**src/rtl/fal_pkg.sv**
```systemverilog
// package for the fault alert latch, bits 15..7 of the supply/osc/comm register
package fal_pkg;

	// ------------------------------------------------------------
	// register map
	// ------------------------------------------------------------
	localparam logic [7:0] FAL_REG_OFFSET = 8'h05;
	localparam logic [15:0] FAL_RESET_VALUE = 16'h0000;
	localparam int FAL_BIT_OSC_PRI = 15;
	localparam int FAL_BIT_OSC_RED = 14;
	localparam int FAL_BIT_UP_SE_PRI = 13;
	localparam int FAL_BIT_LO_SE_PRI = 12;
	localparam int FAL_BIT_UP_SE_RED = 11;
	localparam int FAL_BIT_LO_SE_RED = 10;
	localparam int FAL_BIT_SUP3 = 9;
	localparam int FAL_BIT_SUP2 = 8;
	localparam int FAL_BIT_SUP1 = 7;
	localparam int FAL_LOW_BIT = 7;

	// ------------------------------------------------------------
	// oscillator cross-check
	// ------------------------------------------------------------
	localparam int FAL_TOL_PERCENT = 5;
	localparam int FAL_LF_CYCLES_PER_EVAL = 2;

	// ------------------------------------------------------------
	// carriers
	// ------------------------------------------------------------
	typedef struct packed {
		logic up_se;
		logic lo_se;
		logic sup3;
		logic sup2;
		logic sup1;
	} fal_cond_s;

	typedef struct packed {
		logic wr;
		logic [7:0] addr;
		logic [15:0] data;
	} fal_wr_s;

endpackage : fal_pkg

```
**src/rtl/fal_fault_alert_latch_upper.sv**
```systemverilog
// fault alert latch: bits 15..7 of the supply/osc/comm alert register
//
// Contract
// - set primary osc fault when low-freq osc deviates beyond tolerance
// - re-evaluate osc fault once every two low-freq osc cycles
// - primary osc fault clears only on write 0 with condition gone
// - lower-port single-ended alert sets when lower receiver goes single-ended
// - upper-port single-ended alert sets when upper receiver goes single-ended
// - primary single-ended alerts do not set while reset pending; read-only
// - redundant single-ended copies read-only and may set while pending
// - supply faults set on undervoltage, not while reset pending
// - supply faults clear only on write 0 with supply recovered
// - all fields reset to 0; bits 13..10 read-only
`timescale 1ns/1ps
module fal_fault_alert_latch_upper #(
	parameter int HF_CNT_W = 16,
	parameter logic [15:0] HF_PER_EVAL_NOM = 16'h0190
) (
	input wire logic mclk,
	input wire logic sys_rst,
	input wire fal_pkg::fal_wr_s reg_wr,
	input wire logic alert_reset_pending,
	input wire fal_pkg::fal_cond_s cond,
	input wire logic low_freq_oscillator_tick,
	output logic [15:0] rd_data,
	output logic osc_fault_condition
);

	// ------------------------------------------------------------
	// oscillator cross-check
	// ------------------------------------------------------------
	// high-freq oscillator is mclk; window spans two low-freq edges
	logic [HF_CNT_W-1:0] hf_cnt_q, hf_cnt_d;
	localparam int LF_LAST = fal_pkg::FAL_LF_CYCLES_PER_EVAL - 1;
	localparam int LF_CNT_W =
		$clog2(fal_pkg::FAL_LF_CYCLES_PER_EVAL + 1);
	logic [LF_CNT_W-1:0] lf_cnt_q, lf_cnt_d;
	logic hf_full;
	logic osc_bad_q, osc_bad_d;
	logic eval_now;
	logic [HF_CNT_W+7:0] scaled;
	logic [HF_CNT_W+7:0] lo_lim, hi_lim;

	assign lo_lim = (HF_CNT_W+8)'(HF_PER_EVAL_NOM) * (HF_CNT_W+8)'(
		100 - fal_pkg::FAL_TOL_PERCENT);
	assign hi_lim = (HF_CNT_W+8)'(HF_PER_EVAL_NOM) * (HF_CNT_W+8)'(
		100 + fal_pkg::FAL_TOL_PERCENT);
	assign scaled = (HF_CNT_W+8)'(hf_cnt_q) * (HF_CNT_W+8)'(100);
	assign hf_full = (hf_cnt_q == {HF_CNT_W{1'b1}});
	assign eval_now = low_freq_oscillator_tick
		&& (lf_cnt_q == LF_CNT_W'(LF_LAST));

	always_comb begin
		hf_cnt_d = hf_cnt_q;
		lf_cnt_d = lf_cnt_q;
		osc_bad_d = osc_bad_q;
		// saturate so a very slow low-freq clock cannot wrap into range
		if (!hf_full) begin
			hf_cnt_d = hf_cnt_q + HF_CNT_W'(1);
		end
		if (low_freq_oscillator_tick) begin
			lf_cnt_d = lf_cnt_q + LF_CNT_W'(1);
		end
		if (eval_now) begin
			osc_bad_d = (scaled < lo_lim) || (scaled > hi_lim);
			// the evaluating edge already counts as the next window's first
			hf_cnt_d = HF_CNT_W'(1);
			lf_cnt_d = '0;
		end
	end

	always_ff @(posedge mclk) begin
		if (sys_rst) begin
			hf_cnt_q <= '0;
			lf_cnt_q <= '0;
			osc_bad_q <= 1'b0;
		end else begin
			hf_cnt_q <= hf_cnt_d;
			lf_cnt_q <= lf_cnt_d;
			osc_bad_q <= osc_bad_d;
		end
	end

	// ------------------------------------------------------------
	// alert latches
	// ------------------------------------------------------------
	logic osc_fault_primary_q, osc_fault_primary_d;
	logic osc_fault_redundant_q, osc_fault_redundant_d;
	logic upper_port_single_ended_primary_d;
	logic lower_port_single_ended_primary_d;
	logic upper_port_single_ended_redundant_d;
	logic lower_port_single_ended_redundant_d;
	logic [1:0] se_cond;
	wire logic [1:0] se_pri_d;
	wire logic [1:0] se_red_d;
	logic [2:0] sup_cond;
	wire logic [2:0] core_supply_fault_d;
	logic hit;

	// set wins over a concurrent clear; write 1 never changes a bit
	function automatic logic w0c(
		input logic cur,
		input logic set,
		input logic wr,
		input logic wbit,
		input logic cond_now
	);
		logic clr_ok;
		// a 0 is only honoured once the fault condition has gone
		clr_ok = wr & ~wbit & ~cond_now;
		w0c = set | (cur & ~clr_ok);
	endfunction : w0c

	assign hit = reg_wr.wr && (reg_wr.addr == fal_pkg::FAL_REG_OFFSET);
	assign se_cond = {cond.up_se, cond.lo_se};
	assign sup_cond = {cond.sup3, cond.sup2, cond.sup1};
	assign upper_port_single_ended_primary_d = se_pri_d[1];
	assign lower_port_single_ended_primary_d = se_pri_d[0];
	assign upper_port_single_ended_redundant_d = se_red_d[1];
	assign lower_port_single_ended_redundant_d = se_red_d[0];

	always_comb begin
		osc_fault_primary_d = w0c(osc_fault_primary_q, osc_bad_q, hit,
			reg_wr.data[fal_pkg::FAL_BIT_OSC_PRI], osc_bad_q);
		// own latch: clearing one copy never touches the other
		osc_fault_redundant_d = w0c(osc_fault_redundant_q, osc_bad_q, hit,
			reg_wr.data[fal_pkg::FAL_BIT_OSC_RED], osc_bad_q);
	end

	always_ff @(posedge mclk) begin
		if (sys_rst) begin
			osc_fault_primary_q <= 1'b0;
			osc_fault_redundant_q <= 1'b0;
		end else begin
			osc_fault_primary_q <= osc_fault_primary_d;
			osc_fault_redundant_q <= osc_fault_redundant_d;
		end
	end

	// ------------------------------------------------------------
	// single-ended receiver alerts, read-only
	// ------------------------------------------------------------
	// index 1 is the upper port, index 0 the lower port
	for (genvar p = 0; p < 2; p++) begin : gen_port
		logic pri_q, pri_d;
		logic red_q, red_d;

		// sticky until reset: software has no clear path
		always_comb begin
			pri_d = pri_q | (se_cond[p] & ~alert_reset_pending);
			red_d = red_q | se_cond[p];
		end

		always_ff @(posedge mclk) begin
			if (sys_rst) begin
				pri_q <= 1'b0;
				red_q <= 1'b0;
			end else begin
				pri_q <= pri_d;
				red_q <= red_d;
			end
		end

		assign se_pri_d[p] = pri_d;
		assign se_red_d[p] = red_d;
	end

	// ------------------------------------------------------------
	// internal supply fault latches
	// ------------------------------------------------------------
	// the pending flag masks only the set path, never a clear
	for (genvar g = 0; g < 3; g++) begin : gen_supply
		logic flag_q, flag_d;

		always_comb begin
			flag_d = w0c(flag_q, sup_cond[g] & ~alert_reset_pending, hit,
				reg_wr.data[fal_pkg::FAL_BIT_SUP1 + g], sup_cond[g]);
		end

		always_ff @(posedge mclk) begin
			if (sys_rst) begin
				flag_q <= 1'b0;
			end else begin
				flag_q <= flag_d;
			end
		end

		assign core_supply_fault_d[g] = flag_d;
	end

	// ------------------------------------------------------------
	// read data, registered
	// ------------------------------------------------------------
	// built from next-state values so the image lands on the latching edge
	logic [15:0] rd_data_d;

	always_comb begin
		rd_data_d = fal_pkg::FAL_RESET_VALUE;
		rd_data_d[fal_pkg::FAL_BIT_OSC_PRI] = osc_fault_primary_d;
		rd_data_d[fal_pkg::FAL_BIT_OSC_RED] = osc_fault_redundant_d;
		rd_data_d[fal_pkg::FAL_BIT_UP_SE_PRI] =
			upper_port_single_ended_primary_d;
		rd_data_d[fal_pkg::FAL_BIT_LO_SE_PRI] =
			lower_port_single_ended_primary_d;
		rd_data_d[fal_pkg::FAL_BIT_UP_SE_RED] =
			upper_port_single_ended_redundant_d;
		rd_data_d[fal_pkg::FAL_BIT_LO_SE_RED] =
			lower_port_single_ended_redundant_d;
		rd_data_d[fal_pkg::FAL_BIT_SUP3:fal_pkg::FAL_BIT_SUP1] =
			core_supply_fault_d;
	end

	always_ff @(posedge mclk) begin
		if (sys_rst) begin
			rd_data <= fal_pkg::FAL_RESET_VALUE;
			osc_fault_condition <= 1'b0;
		end else begin
			rd_data <= rd_data_d;
			osc_fault_condition <= osc_bad_d;
		end
	end

endmodule : fal_fault_alert_latch_upper

```
**config.mk**
```make
export PLATFORM = sky130hd
export DESIGN_NAME = fal_fault_alert_latch_upper
export DESIGN_NICKNAME = d
export VERILOG_FILES = /design/src/rtl/fal_pkg.sv /design/src/rtl/fal_fault_alert_latch_upper.sv
export SDC_FILE = /design/constraint.sdc
export NUM_CORES = 1
export LEC_CHECK = 0
export BUFFER_PORTS_ARGS = -buffer_cell sky130_fd_sc_hd__buf_2
export CAP_MARGIN = 40
export CORE_UTILIZATION = 30
export CTS_BUF_LIST = sky130_fd_sc_hd__clkbuf_2
export CTS_CLUSTER_DIAMETER = 30
export DETAILED_ROUTE_END_ITERATION = 16
export GPL_TIMING_DRIVEN = 0
export PLACE_DENSITY_LB_ADDON = 0.08
export SLEW_MARGIN = 25
export SYNTH_ARGS = -nofsm -noshare
export SYNTH_HDL_FRONTEND = slang
export SYNTH_SLANG_ARGS = --single-unit
```
**constraint.sdc**
```tcl
create_clock -name mclk -period 6.5 [get_ports mclk]
set_input_delay 0.975 -clock mclk [delete_from_list [all_inputs] [get_ports mclk]]
set_output_delay 0.975 -clock mclk [all_outputs]
set_load 0.01 [all_outputs]
```
== Word level (Yosys, flattened, before mapping) ==
Index checks and enable logic that the tools add are counted.
Cells by class
  add/sub/neg operators: 2
  multipliers: 1
  magnitude comparators: 2
  equality and inequality tests: 4
  mux-type cells: 2
  bitwise logic cells: 44
  reduce and logical (&&, ||, !) cells: 4
Operator list (count)
  $gt 23x16->1 const B: 1
  $lt 23x16->1 const B: 1
  $mul 16x5->21 const B: 1
  $and 1x1->1: 20
  $add 16x1->16 const B: 1
  $eq 16x16->1 const B: 1
  $not 1->1: 15
  $or 1x1->1: 9
  $eq 8x3->1 const B: 1
  $add 2x1->2 const B: 1
  $eq 2x1->1 const B: 1
  $logic_and 1x1->1: 2
  $mux 1: 2
  $ne 2x1->1 const B: 1
  $reduce_or 2->1: 1
  $logic_or 1x1->1: 1
Word-level totals
  register bits after elaboration: 44

== Longest topological paths before layout ==
Gate-level depths: netlist of the first run.
  word-level depth: 7
  gate-level depth with buffers: 14

== Worst setup path before layout of the first run ==
Ideal clock, no wire load.
  path kind: reg2reg
  from: reg hf_cnt_q[4]
  to: reg osc_fault_condition
  setup time: 134 ps
  arrival time: 3284 ps
  setup slack: 3082 ps
  cell stages (with the launch flop): 15
  period minus slack after synthesis: 3418 ps
  path through: dfxtp_1 ha_1 ha_1 inv_1 fa_1 inv_1 ha_1 buf_6 and3_4 a2111oi_4 o21ai_2 a2111oi_2 o21ai_1 a22oi_2 a41oi_1
On the way
  word-level cells in the longest chain between the ends: 3
RTL lines
  start: declaration: line fal_fault_alert_latch_upper.sv:33  | logic [HF_CNT_W-1:0] hf_cnt_q, hf_cnt_d;
  start signal: assignment: line fal_fault_alert_latch_upper.sv:78  | hf_cnt_q <= hf_cnt_d;
  $mul 16x5->21 *: line fal_fault_alert_latch_upper.sv:48  | assign scaled = (HF_CNT_W+8)'(hf_cnt_q) * (HF_CNT_W+8)'(100);
  $lt 23x16->1 / $gt 23x16->1 (equally long branches): line fal_fault_alert_latch_upper.sv:65  | osc_bad_d = (scaled < lo_lim) || (scaled > hi_lim);
  $logic_or 1x1->1 *: line fal_fault_alert_latch_upper.sv:65
  end signal: assignment: line fal_fault_alert_latch_upper.sv:219  | osc_fault_condition <= osc_bad_d;
  end: declaration: line fal_fault_alert_latch_upper.sv:26  | output logic osc_fault_condition
Mark *: on every way between the ends. The rest lies on a longest branch, timed or not.
A chain may end at the register's enable or synchronous reset.

== Worst setup path in the final report of the first run ==
  from: reg hf_cnt_q[6]
  to: reg osc_fault_condition
Same word-level chain as after synthesis.

==> impl_metrics.py, run 1 <==
metrics = {
    "setup_path": {
        "crit_chain": "ha_1 > ha_1 > inv_1 > fa_1 > inv_1 > ha_1 > buf_2 > a2111oi_0 > o21ai_1 > a211oi_1 > a32oi_1 > and3_1 > a22oi_2 > a41oi_1",
        "path_delay_family": "compound AO/OA/AOI/OAI gates",
        "required_ns": 6.77,
        "crit_fanout": 8,
        "path_class": "reg -> reg",
        "critPathSlowestCell": "dfxtp_1",
        "worstSetupStartpointType": "register",
        "cp-end-kind": "register",
        "critPathMostFrequentCell": "ha_1",
        "slowest_delay_ns": 0.51,
        "path_buf_inv": 3,
        "crit_arrival_ns": 4.24,
    },
    "clock_tree": {
        "cts_resized": 0,
        "clkTransAtPathRegs_ns": 0.29,
        "post_cts_buffers": 0,
        "cts_made_buffers": 3,
        "cts_tree": "done",
        "cts-hold-fix-buffers": 0,
        "cts_sinks": 28,
        "cts_root_buf": "clkbuf_2",
        "clk_latency_ns": 0.37,
        "cts.path.max_buffers": 2,
        "htreeDepth": 1,
    },
    "place": {
        "post-dp-hpwl_um": 5720,
        "gp_congestion": 0.709,
        "io_buffers": 32,
    },
    "job": {
        "drv_cap": 0,
    },
    "timing": {
        "clock_skew_ns": 0.0150,
        "setup_violations": 0,
        "fin_setup_tns_ns": 0,
        "slew_headroom": 0.597,
        "max_freq_mhz": 252,
        "hold_viol": 0,
        "rsz0062_at_grt": "false",
        "worst-slew-pin-transition_ns": 0.596,
        "finalCritPeriodShare": 0.610,
        "fin_crit_ns": 3.96,
        "maxSlewViolCount": 0,
    },
    "synthesis": {
        "ys_warn_count": 0,
        "synth_edf_count": 0,
        "syn_inst": 383,
        "ys.flop_type": "dfxtp_1",
        "postSynthAreaPerCell_um2": 8.25,
        "syn_area_mm2": 0.00316,
        "ys_seq_elements": 28,
        "synth_seq_area_share": 0.177,
        "async_flop_share": 0,
        "yosysUniqueCellTypes": 60,
    },
    "die": {
        "core-area_mm2": 0.0103,
        "die-height_um": 105,
        "die-width_um": 105,
        "initial_core_util": 0.307,
        "die-area_mm2": 0.0109,
        "rows": 37,
        "io_pins": 51,
    },
    "layout": {
        "layout_common_cells": "inv_1, ha_1, buf_2, nor2_1, dfxtp_1",
        "nFillCells": 1130,
        "layout.nets": 524,
        "antennaDiodeCount": 0,
        "areaGrowthSynthToFinish_pct": 12.6,
        "final-seq-area_um2": 561,
        "final_common_cell": "inv_1",
        "multi_input_area_mm2": 0.00224,
        "final_layout_size_suffix_gt1_frac": 0.153,
    },
    "detailed_routing": {
        "avgViaCountPerCell": 4.64,
        "initialDrtViolationCount": 72,
        "drc": 0,
        "wl_per_cell_um": 12.1,
        "vias": 2604,
        "dr.pass1.iters": 4,
        "ant_nets": 0,
        "wl_um": 6760,
    },
    "grt": {
        "grt_pass1_vias": 2483,
        "grtUsageTotal": 0.131,
        "grt_pass1_wl_um": 12000,
        "antenna_found_initial": 0,
        "grt_max_degree": 17,
        "overflow": 0,
    },
    "status": {
        "outcome": "finished clean",
    },
    "power_and_ir_drop": {
        "powerDensity_mw_per_mm2": 100,
        "p_leak_nw": 1.79,
        "ir_drop_v": 0.0000684,
        "power_mw": 0.356,
    },
    "worst_hold_path": {
        "hp-class": "reg -> reg",
    },
}
## cell families after synthesis
kind of cell    count (synthesis)  share of synthesized area
xor+xnor                       23                     0.0638
simple gates                   92                      0.154
mux                             1                    0.00317
compound gates                 90                      0.199
buf+inv                        84                      0.122
other cells                     1                    0.00119
fa+ha+maj                      64                      0.280
flops                          28                      0.177
## per-stage QoR
step / cell area, µm² / hold slack [ns] / worst slack [ns] / utilization / std cells
floorplan: 3180 / 0.435 / 3.08 / - / 389
global placement: 3510 / 0.450 / 2.50 / 0.342 / 557
detailed placement: 3510 / 0.452 / 2.54 / 0.342 / 557
CTS: 3560 / 0.494 / 2.53 / 0.346 / 561
global route: 3560 / 0.522 / 2.22 / 0.346 / 561
finish: 3560 / 0.488 / 2.54 / 0.346 / 561
## where the power goes
group / internal (mW) / leakage (nW) / total [mW] / switching [mW]
logic: 0.0310 / 1.53 / 0.0625 / 0.0315
registers: 0.180 / 0.229 / 0.186 / 0.00592
clock network: 0.0529 / 0.0266 / 0.108 / 0.0547
## cell usage after synthesis (3+ instances only)
master / n / area (µm²)
nor3_1: 4 / 20.0
and2_1: 3 / 18.8
nand3_1: 4 / 20.0
nor2_1: 32 / 120
ha_1: 53 / 663
clkbuf_1: 10 / 37.5
a21o_1: 4 / 30.0
o211ai_1: 4 / 30.0
nor3b_1: 3 / 22.5
o21ai_0: 20 / 100
o21a_1: 4 / 30.0
fa_1: 11 / 220
o311ai_0: 3 / 26.3
nand2_1: 15 / 56.3
a211oi_1: 5 / 37.5
a21oi_1: 21 / 105
nand2b_1: 5 / 31.3
dfxtp_1: 28 / 561
buf_4: 16 / 120
inv_1: 55 / 206
and3_1: 6 / 37.5
xnor2_1: 13 / 114
xor2_1: 10 / 87.6
nand4_1: 5 / 31.3
## tightest hold or removal path, stage by stage (launching register included)
cell,delay [ns]
dfxtp_1,0.37
nor2_1,0.08
nor2_1,0.04
## routing by layer
layer  up-vias  track usage  wire, µm
met4         0       0.0272        40
met5         -            0         0
li1       1390            -         -
met1      1171        0.182      3470
met3         2       0.0119       186
met2        41        0.222      3060
## layout make-up
| type | count | area share |
|---|---|---|
| clock buffers | 3 | 0.00422 |
| multi-input cells | 277 | 0.629 |
| plain buffers | 29 | 0.0503 |
| inverters | 55 | 0.0580 |
| well taps | 136 | 0.0478 |
| clock inverters | 1 | 0.00844 |
| flip-flops and latches | 28 | 0.158 |
| repair buffers | 32 | 0.0450 |
## flip-flops by register name (all words and copies together) (netlist names)
name                 count
rd_data                  8
hf_cnt_q                16
lf_cnt_q                 2
osc_fault_condition      1
osc_fault_primary_q      1
## path summary, 6_finish.rpt
| kind | slack (ns) | from | cells past startpoint | to |
|---|---|---|---|---|
| worst max-delay path | 2.54 | hf_cnt_q[6] | 14 | osc_fault_condition |
| worst min-delay path | 0.49 | rd_data[11] | 2 | rd_data[11] |
| worst max register to register | 2.54 | hf_cnt_q[6] | 14 | osc_fault_condition |
| worst min register to register | 0.49 | rd_data[11] | 2 | rd_data[11] |
Power figures use the tool's default switching activity.
==> run 2, diff against run 1 <==
==> constraint.sdc (replaced) <==
create_clock -name mclk -period 3.2 [get_ports mclk]
set_input_delay 0.48 -clock mclk [delete_from_list [all_inputs] [get_ports mclk]]
set_output_delay 0.48 -clock mclk [all_outputs]
set_load 0.01 [all_outputs]
==> impl_metrics.py, run 2 (synthesis gave the netlist of run 1 again) <==
metrics = {
    "clock_tree": {
        "cts.path.max_buffers": 2,
        "cts_made_buffers": 3,
        "cts_tree": "done",
        "clk_latency_ns": 0.37,
        "cts-hold-fix-buffers": 0,
        "cts_sinks": 28,
        "cts_root_buf": "clkbuf_2",
        "htreeDepth": 1,
        "clkTransAtPathRegs_ns": 0.28,
    },
    "layout": {
        "final_layout_size_suffix_gt1_frac": 0.309,
        "antennaDiodeCount": 0,
        "reg.largest.list": "hf_cnt_q: 16 flops, rd_data: 8 flops, lf_cnt_q: 2 flops",
        "layout_common_cells": "inv_1, buf_4, ha_1, buf_2, nor2_1",
        "top_register": "hf_cnt_q",
        "layout.nets": 543,
        "nFillCells": 1070,
        "largest_register_ffs": 16,
        "final_common_cell": "inv_1",
        "areaGrowthSynthToFinish_pct": 28.7,
    },
    "status": {
        "outcome": "complete, but fails checks",
        "violations": "negative setup slack",
    },
    "power_and_ir_drop": {
        "p_leak_nw": 1.87,
        "clkPwrFrac": 0.292,
        "swShare": 0.263,
        "seq_power_share": 0.505,
        "powerDensity_mw_per_mm2": 181,
        "p_sw_mw": 0.194,
        "comb_power_share": 0.203,
        "power_mw": 0.737,
        "p_int_mw": 0.544,
        "ir_drop_v": 0.000190,
    },
    "timing": {
        "maxSlewViolCount": 0,
        "max_freq_mhz": 288,
        "setup_violations": 1,
        "fin_setup_tns_ns": -0.267,
        "fin_crit_ns": 3.47,
        "final.setup.worst_slack_ns": -0.267,
        "slew_headroom": 0.635,
        "hold_viol": 0,
        "clock_skew_ns": 0.0167,
        "rsz0062_at_grt": "true",
        "worst-slew-pin-transition_ns": 0.538,
        "finalCritPeriodShare": 1.08,
    },
    "grt": {
        "grt_max_degree": 17,
        "grt_use_met3": 0.00998,
        "grtUsageTotal": 0.139,
        "overflow": 0,
        "grt_use_met2": 0.248,
        "grt_pass1_wl_um": 12800,
        "grt_pass1_vias": 2672,
        "grt.busiest_layer": "met2",
        "antenna_found_initial": 0,
        "gr-usage-met1": 0.184,
    },
    "setup_path": {
        "worst_r2r_startpoint": "hf_cnt_q[2]",
        "crit_arrival_ns": 3.74,
        "critPathSlowestCell": "fa_1",
        "required_ns": 3.47,
        "crit_fanout": 4,
        "worstSetupStartpointType": "register",
        "crit_chain": "ha_4 > ha_4 > fa_1 > ha_4 > a21o_1 > a2111oi_4 > buf_4 > o21ai_4 > a2111oi_4 > o21ai_1 > a22oi_2 > a41oi_2",
        "r2r_cells": 12,
        "path_class": "reg -> reg",
        "cp-end-kind": "register",
        "reg2reg_to": "osc_fault_condition",
        "r2r_slack_ns": -0.27,
        "slowest_delay_ns": 0.57,
        "critPathMostFrequentCell": "ha_4",
    },
    "detailed_routing": {
        "initialDrtViolationCount": 61,
        "wl_per_cell_um": 12.6,
        "vias": 2719,
        "wl_um": 7310,
        "dr.pass1.iters": 4,
        "avgViaCountPerCell": 4.69,
        "drc": 0,
        "ant_nets": 0,
    },
    "die": {
        "initial_core_util": 0.307,
        "die-height_um": 105,
        "io_pins": 51,
        "core-area_mm2": 0.0103,
        "die-area_mm2": 0.0109,
        "die-width_um": 105,
        "rows": 37,
    },
    "worst_hold_path": {
        "hold_depth": 2,
        "hold_path.startpoint": "low_freq_oscillator_tick",
        "hp-class": "in -> reg",
        "whs_endpoint": "lf_cnt_q[1]",
    },
    "place": {
        "gp_congestion": 0.727,
        "io_buffers": 32,
        "post-dp-hpwl_um": 5840,
    },
    "job": {
        "drv_cap": 0,
    },
}
run 2: worst max-delay path by stage:
stage	slack (ns)	endpoint	startpoint	depth (start not counted)
3_3_place_gp	-0.63	osc_fault_condition	hf_cnt_q[2]	11
3_5_place_dp	-0.58	osc_fault_condition	hf_cnt_q[2]	11
2_1_floorplan	-0.04	osc_fault_condition	hf_cnt_q[5]	14
4_1_cts	-0.28	osc_fault_condition	hf_cnt_q[7]	14
5_1_grt	-0.40	osc_fault_condition	hf_cnt_q[2]	12
6_report	-0.27	osc_fault_condition	hf_cnt_q[2]	12
run 2: worst max-delay path: cells and delay by family (launching register included):
kind / cells / cell delay [ns]
AOI/OAI and AO/OA: 7 / 1.50
adders and majority gates: 4 / 1.25
DFF: 1 / 0.44
buffers and inverters: 1 / 0.19
run 2: power groups by stage:
stage	Combinational, mW	Clock, mW	Sequential, mW
2_1_floorplan	0.0905	0	0.380
3_3_place_gp	0.131	0	0.383
3_5_place_dp	0.133	0	0.383
4_1_cts	0.142	0.223	0.372
5_1_grt	0.168	0.242	0.376
6_report	0.150	0.215	0.372
run 2: metal layers:
layer / share of wire / vias to the layer above
met2: 0.46 / 44
met4: 0.0055 / 0
li1: - / 1439
met1: 0.51 / 1234
met3: 0.026 / 2
met5: 0 / -
run 2: area by class of cell:
type	count	area, µm²	share of cell area
Clock buffer	3	15.0	0.00369
Buffer	27	183	0.0449
Multi-Input combinational cell	277	2550	0.627
Tap cell	136	170	0.0418
Clock inverter	1	30.0	0.00738
Timing Repair Buffer	53	318	0.0782
Inverter	55	206	0.0508
Sequential cell	28	596	0.146
run 2: per-stage QoR:
stage	instance area, µm²	worst slack, ns	hold WS, ns	utilization	instances
3_3_place_gp	3600	-0.634	0.450	0.350	557
5_1_grt	4070	-0.399	0.263	0.396	580
4_1_cts	3870	-0.282	0.291	0.376	572
2_1_floorplan	3270	-0.0415	0.435	-	389
3_5_place_dp	3600	-0.580	0.458	0.350	557
6_report	4070	-0.267	0.311	0.396	580
run 2: timing repair:
item                                   in CTS  in global routing
resized for setup                          38                 23
pin swaps                                  11                 14
setup buffers                              13                  8
endpoints found under the hold margin       0                  0
setup endpoints to repair                   1                  1
==> run 3, diff against run 2 <==
--- a/config.mk
+++ b/config.mk
@@ -12,7 +12,6 @@
 export CTS_CLUSTER_DIAMETER = 30
 export DETAILED_ROUTE_END_ITERATION = 16
 export GPL_TIMING_DRIVEN = 0
-export PLACE_DENSITY_LB_ADDON = 0.08
 export SLEW_MARGIN = 25
 export SYNTH_ARGS = -nofsm -noshare
 export SYNTH_HDL_FRONTEND = slang
==> impl_metrics.py, run 3 (synthesis gave the netlist of run 1 again) <==
metrics = {
    "setup_path": {
        "crit_arrival_ns": 3.75,
        "crit_fanout": 6,
        "r2r_cells": 14,
        "worst_r2r_startpoint": "hf_cnt_q[7]",
        "path_class": "reg -> reg",
        "worstSetupStartpointType": "register",
        "r2r_slack_ns": -0.31,
        "required_ns": 3.44,
        "cp-end-kind": "register",
        "reg2reg_to": "osc_fault_condition",
    },
    "grt": {
        "grt_pass1_vias": 2743,
        "overflow": 0,
        "antenna_found_initial": 0,
        "grtUsageTotal": 0.128,
        "grt_pass1_wl_um": 12000,
        "grt_max_degree": 16,
    },
    "timing": {
        "slew_headroom": 0.668,
        "maxSlewViolCount": 0,
        "clock_skew_ns": 0.00604,
        "final.setup.worst_slack_ns": -0.306,
        "fin_setup_tns_ns": -0.306,
        "max_freq_mhz": 285,
        "worst-slew-pin-transition_ns": 0.497,
        "finalCritPeriodShare": 1.10,
        "setup_violations": 1,
        "fin_crit_ns": 3.51,
        "rsz0062_at_grt": "true",
        "hold_viol": 0,
    },
    "detailed_routing": {
        "ant_nets": 0,
        "wl_per_cell_um": 11.9,
        "vias": 2686,
        "avgViaCountPerCell": 4.72,
        "wl_um": 6760,
        "initialDrtViolationCount": 72,
        "drc": 0,
        "dr.pass1.iters": 4,
    },
    "place": {
        "placed_area_mm2": 0.00360,
        "post-dp-hpwl_um": 5490,
        "io_buffers": 32,
        "gp_congestion": 0.771,
        "dp_cells": 557,
    },
    "job": {
        "drv_cap": 0,
    },
    "die": {
        "die-area_mm2": 0.0109,
        "core-area_mm2": 0.0103,
        "die-height_um": 105,
        "io_pins": 51,
        "die-width_um": 105,
        "initial_core_util": 0.307,
        "rows": 37,
    },
    "power_and_ir_drop": {
        "powerDensity_mw_per_mm2": 165,
        "p_leak_nw": 1.82,
        "ir_drop_v": 0.000100,
        "power_mw": 0.633,
    },
    "worst_hold_path": {
        "hold_depth": 2,
        "hp-class": "in -> reg",
        "hold_path.startpoint": "low_freq_oscillator_tick",
        "whs_endpoint": "lf_cnt_q[1]",
    },
    "clock_tree": {
        "cts_sinks": 28,
        "cts.path.max_buffers": 2,
        "clkTransAtPathRegs_ns": 0.24,
        "htreeDepth": 1,
        "cts_made_buffers": 3,
        "cts-hold-fix-buffers": 0,
        "cts_root_buf": "clkbuf_2",
        "clk_latency_ns": 0.34,
        "cts_tree": "done",
    },
    "status": {
        "violations": "negative setup slack",
        "outcome": "complete, but fails checks",
    },
    "layout": {
        "areaGrowthSynthToFinish_pct": 21.7,
        "nFillCells": 1060,
        "largest_register_ffs": 16,
        "top_register": "hf_cnt_q",
        "reg.largest.list": "hf_cnt_q: 16 flops, rd_data: 8 flops, lf_cnt_q: 2 flops",
        "final_layout_size_suffix_gt1_frac": 0.256,
        "fin_cells": 569,
        "final_common_cell": "inv_1",
        "antennaDiodeCount": 0,
        "fin_area_mm2": 0.00384,
        "layout.nets": 532,
        "layout_common_cells": "inv_1, ha_1, buf_2, nor2_1, buf_4",
    },
}
-- run 3: cell count changes in the layout (fill, tap and decap cells not counted), moves of 2 or more --
cell | previous run | this run
ha_4 | 14 | 8
ha_2 | 5 | 3
ha_1 | 34 | 42
buf_4 | 38 | 26
-- run 3: through the flow --
step	hold slack [ns]	utilization	setup WS, ns
floorplan	0.435	-	-0.0415
global placement	0.448	0.350	-0.521
detailed placement	0.455	0.350	-0.546
CTS	0.310	0.372	-0.276
global route	0.287	0.374	-0.447
finish	0.331	0.374	-0.306
-- run 3: metal layers --
metal | global-route usage | routed length (µm) | share of wire
met1 | 0.163 | 3220 | 0.48
met2 | 0.231 | 3280 | 0.49
met3 | 0.00998 | 189 | 0.028
met4 | 0.0312 | 60 | 0.0089
met5 | 0 | 0 | 0
-- run 3: how the worst max path moves through the flow --
stage | cells past startpoint | endpoint | slack, ns | startpoint
2_1_floorplan | 14 | osc_fault_condition | -0.04 | hf_cnt_q[5]
6_report | 14 | osc_fault_condition | -0.31 | hf_cnt_q[7]
3_5_place_dp | 10 | osc_fault_condition | -0.55 | hf_cnt_q[2]
3_3_place_gp | 10 | osc_fault_condition | -0.52 | hf_cnt_q[2]
4_1_cts | 14 | osc_fault_condition | -0.28 | hf_cnt_q[6]
5_1_grt | 11 | osc_fault_condition | -0.45 | hf_cnt_q[1]
-- run 3: worst max-delay path, stage by stage, from the launching register on --
cell	delay, ns
dfxtp_4	0.42
ha_4	0.24
ha_4	0.25
inv_2	0.03
fa_1	0.47
inv_1	0.04
ha_1	0.27
buf_6	0.13
a2111oi_4	0.38
o21ai_4	0.15
a211oi_2	0.29
a32oi_1	0.12
and3_1	0.22
a22oi_2	0.23
a41oi_2	0.16
-- run 3: layout make-up --
| type | count | area [µm²] | area share |
|---|---|---|---|
| Sequential cell | 28 | 594 | 0.155 |
| Multi-Input combinational cell | 277 | 2440 | 0.634 |
| Timing Repair Buffer | 42 | 235 | 0.0612 |
| Inverter | 55 | 206 | 0.0537 |
| Clock inverter | 1 | 3.75 | 0.000977 |
| Buffer | 27 | 180 | 0.0469 |
| Clock buffer | 3 | 15.0 | 0.00391 |
| Tap cell | 136 | 170 | 0.0443 |
-- run 3: what timing repair did --
item                                    CTS  global route
resized for setup                        32             9
pin swaps                                14             1
endpoints found under the setup margin    1             1
buffers inserted                          9             1
-- run 3: report_power, final --
group	leakage (nW)	internal, mW	switching, mW	total (mW)
Combinational	1.57	0.0687	0.0672	0.136
Clock	0.0140	0.0272	0.0969	0.124
Sequential	0.236	0.361	0.0122	0.373
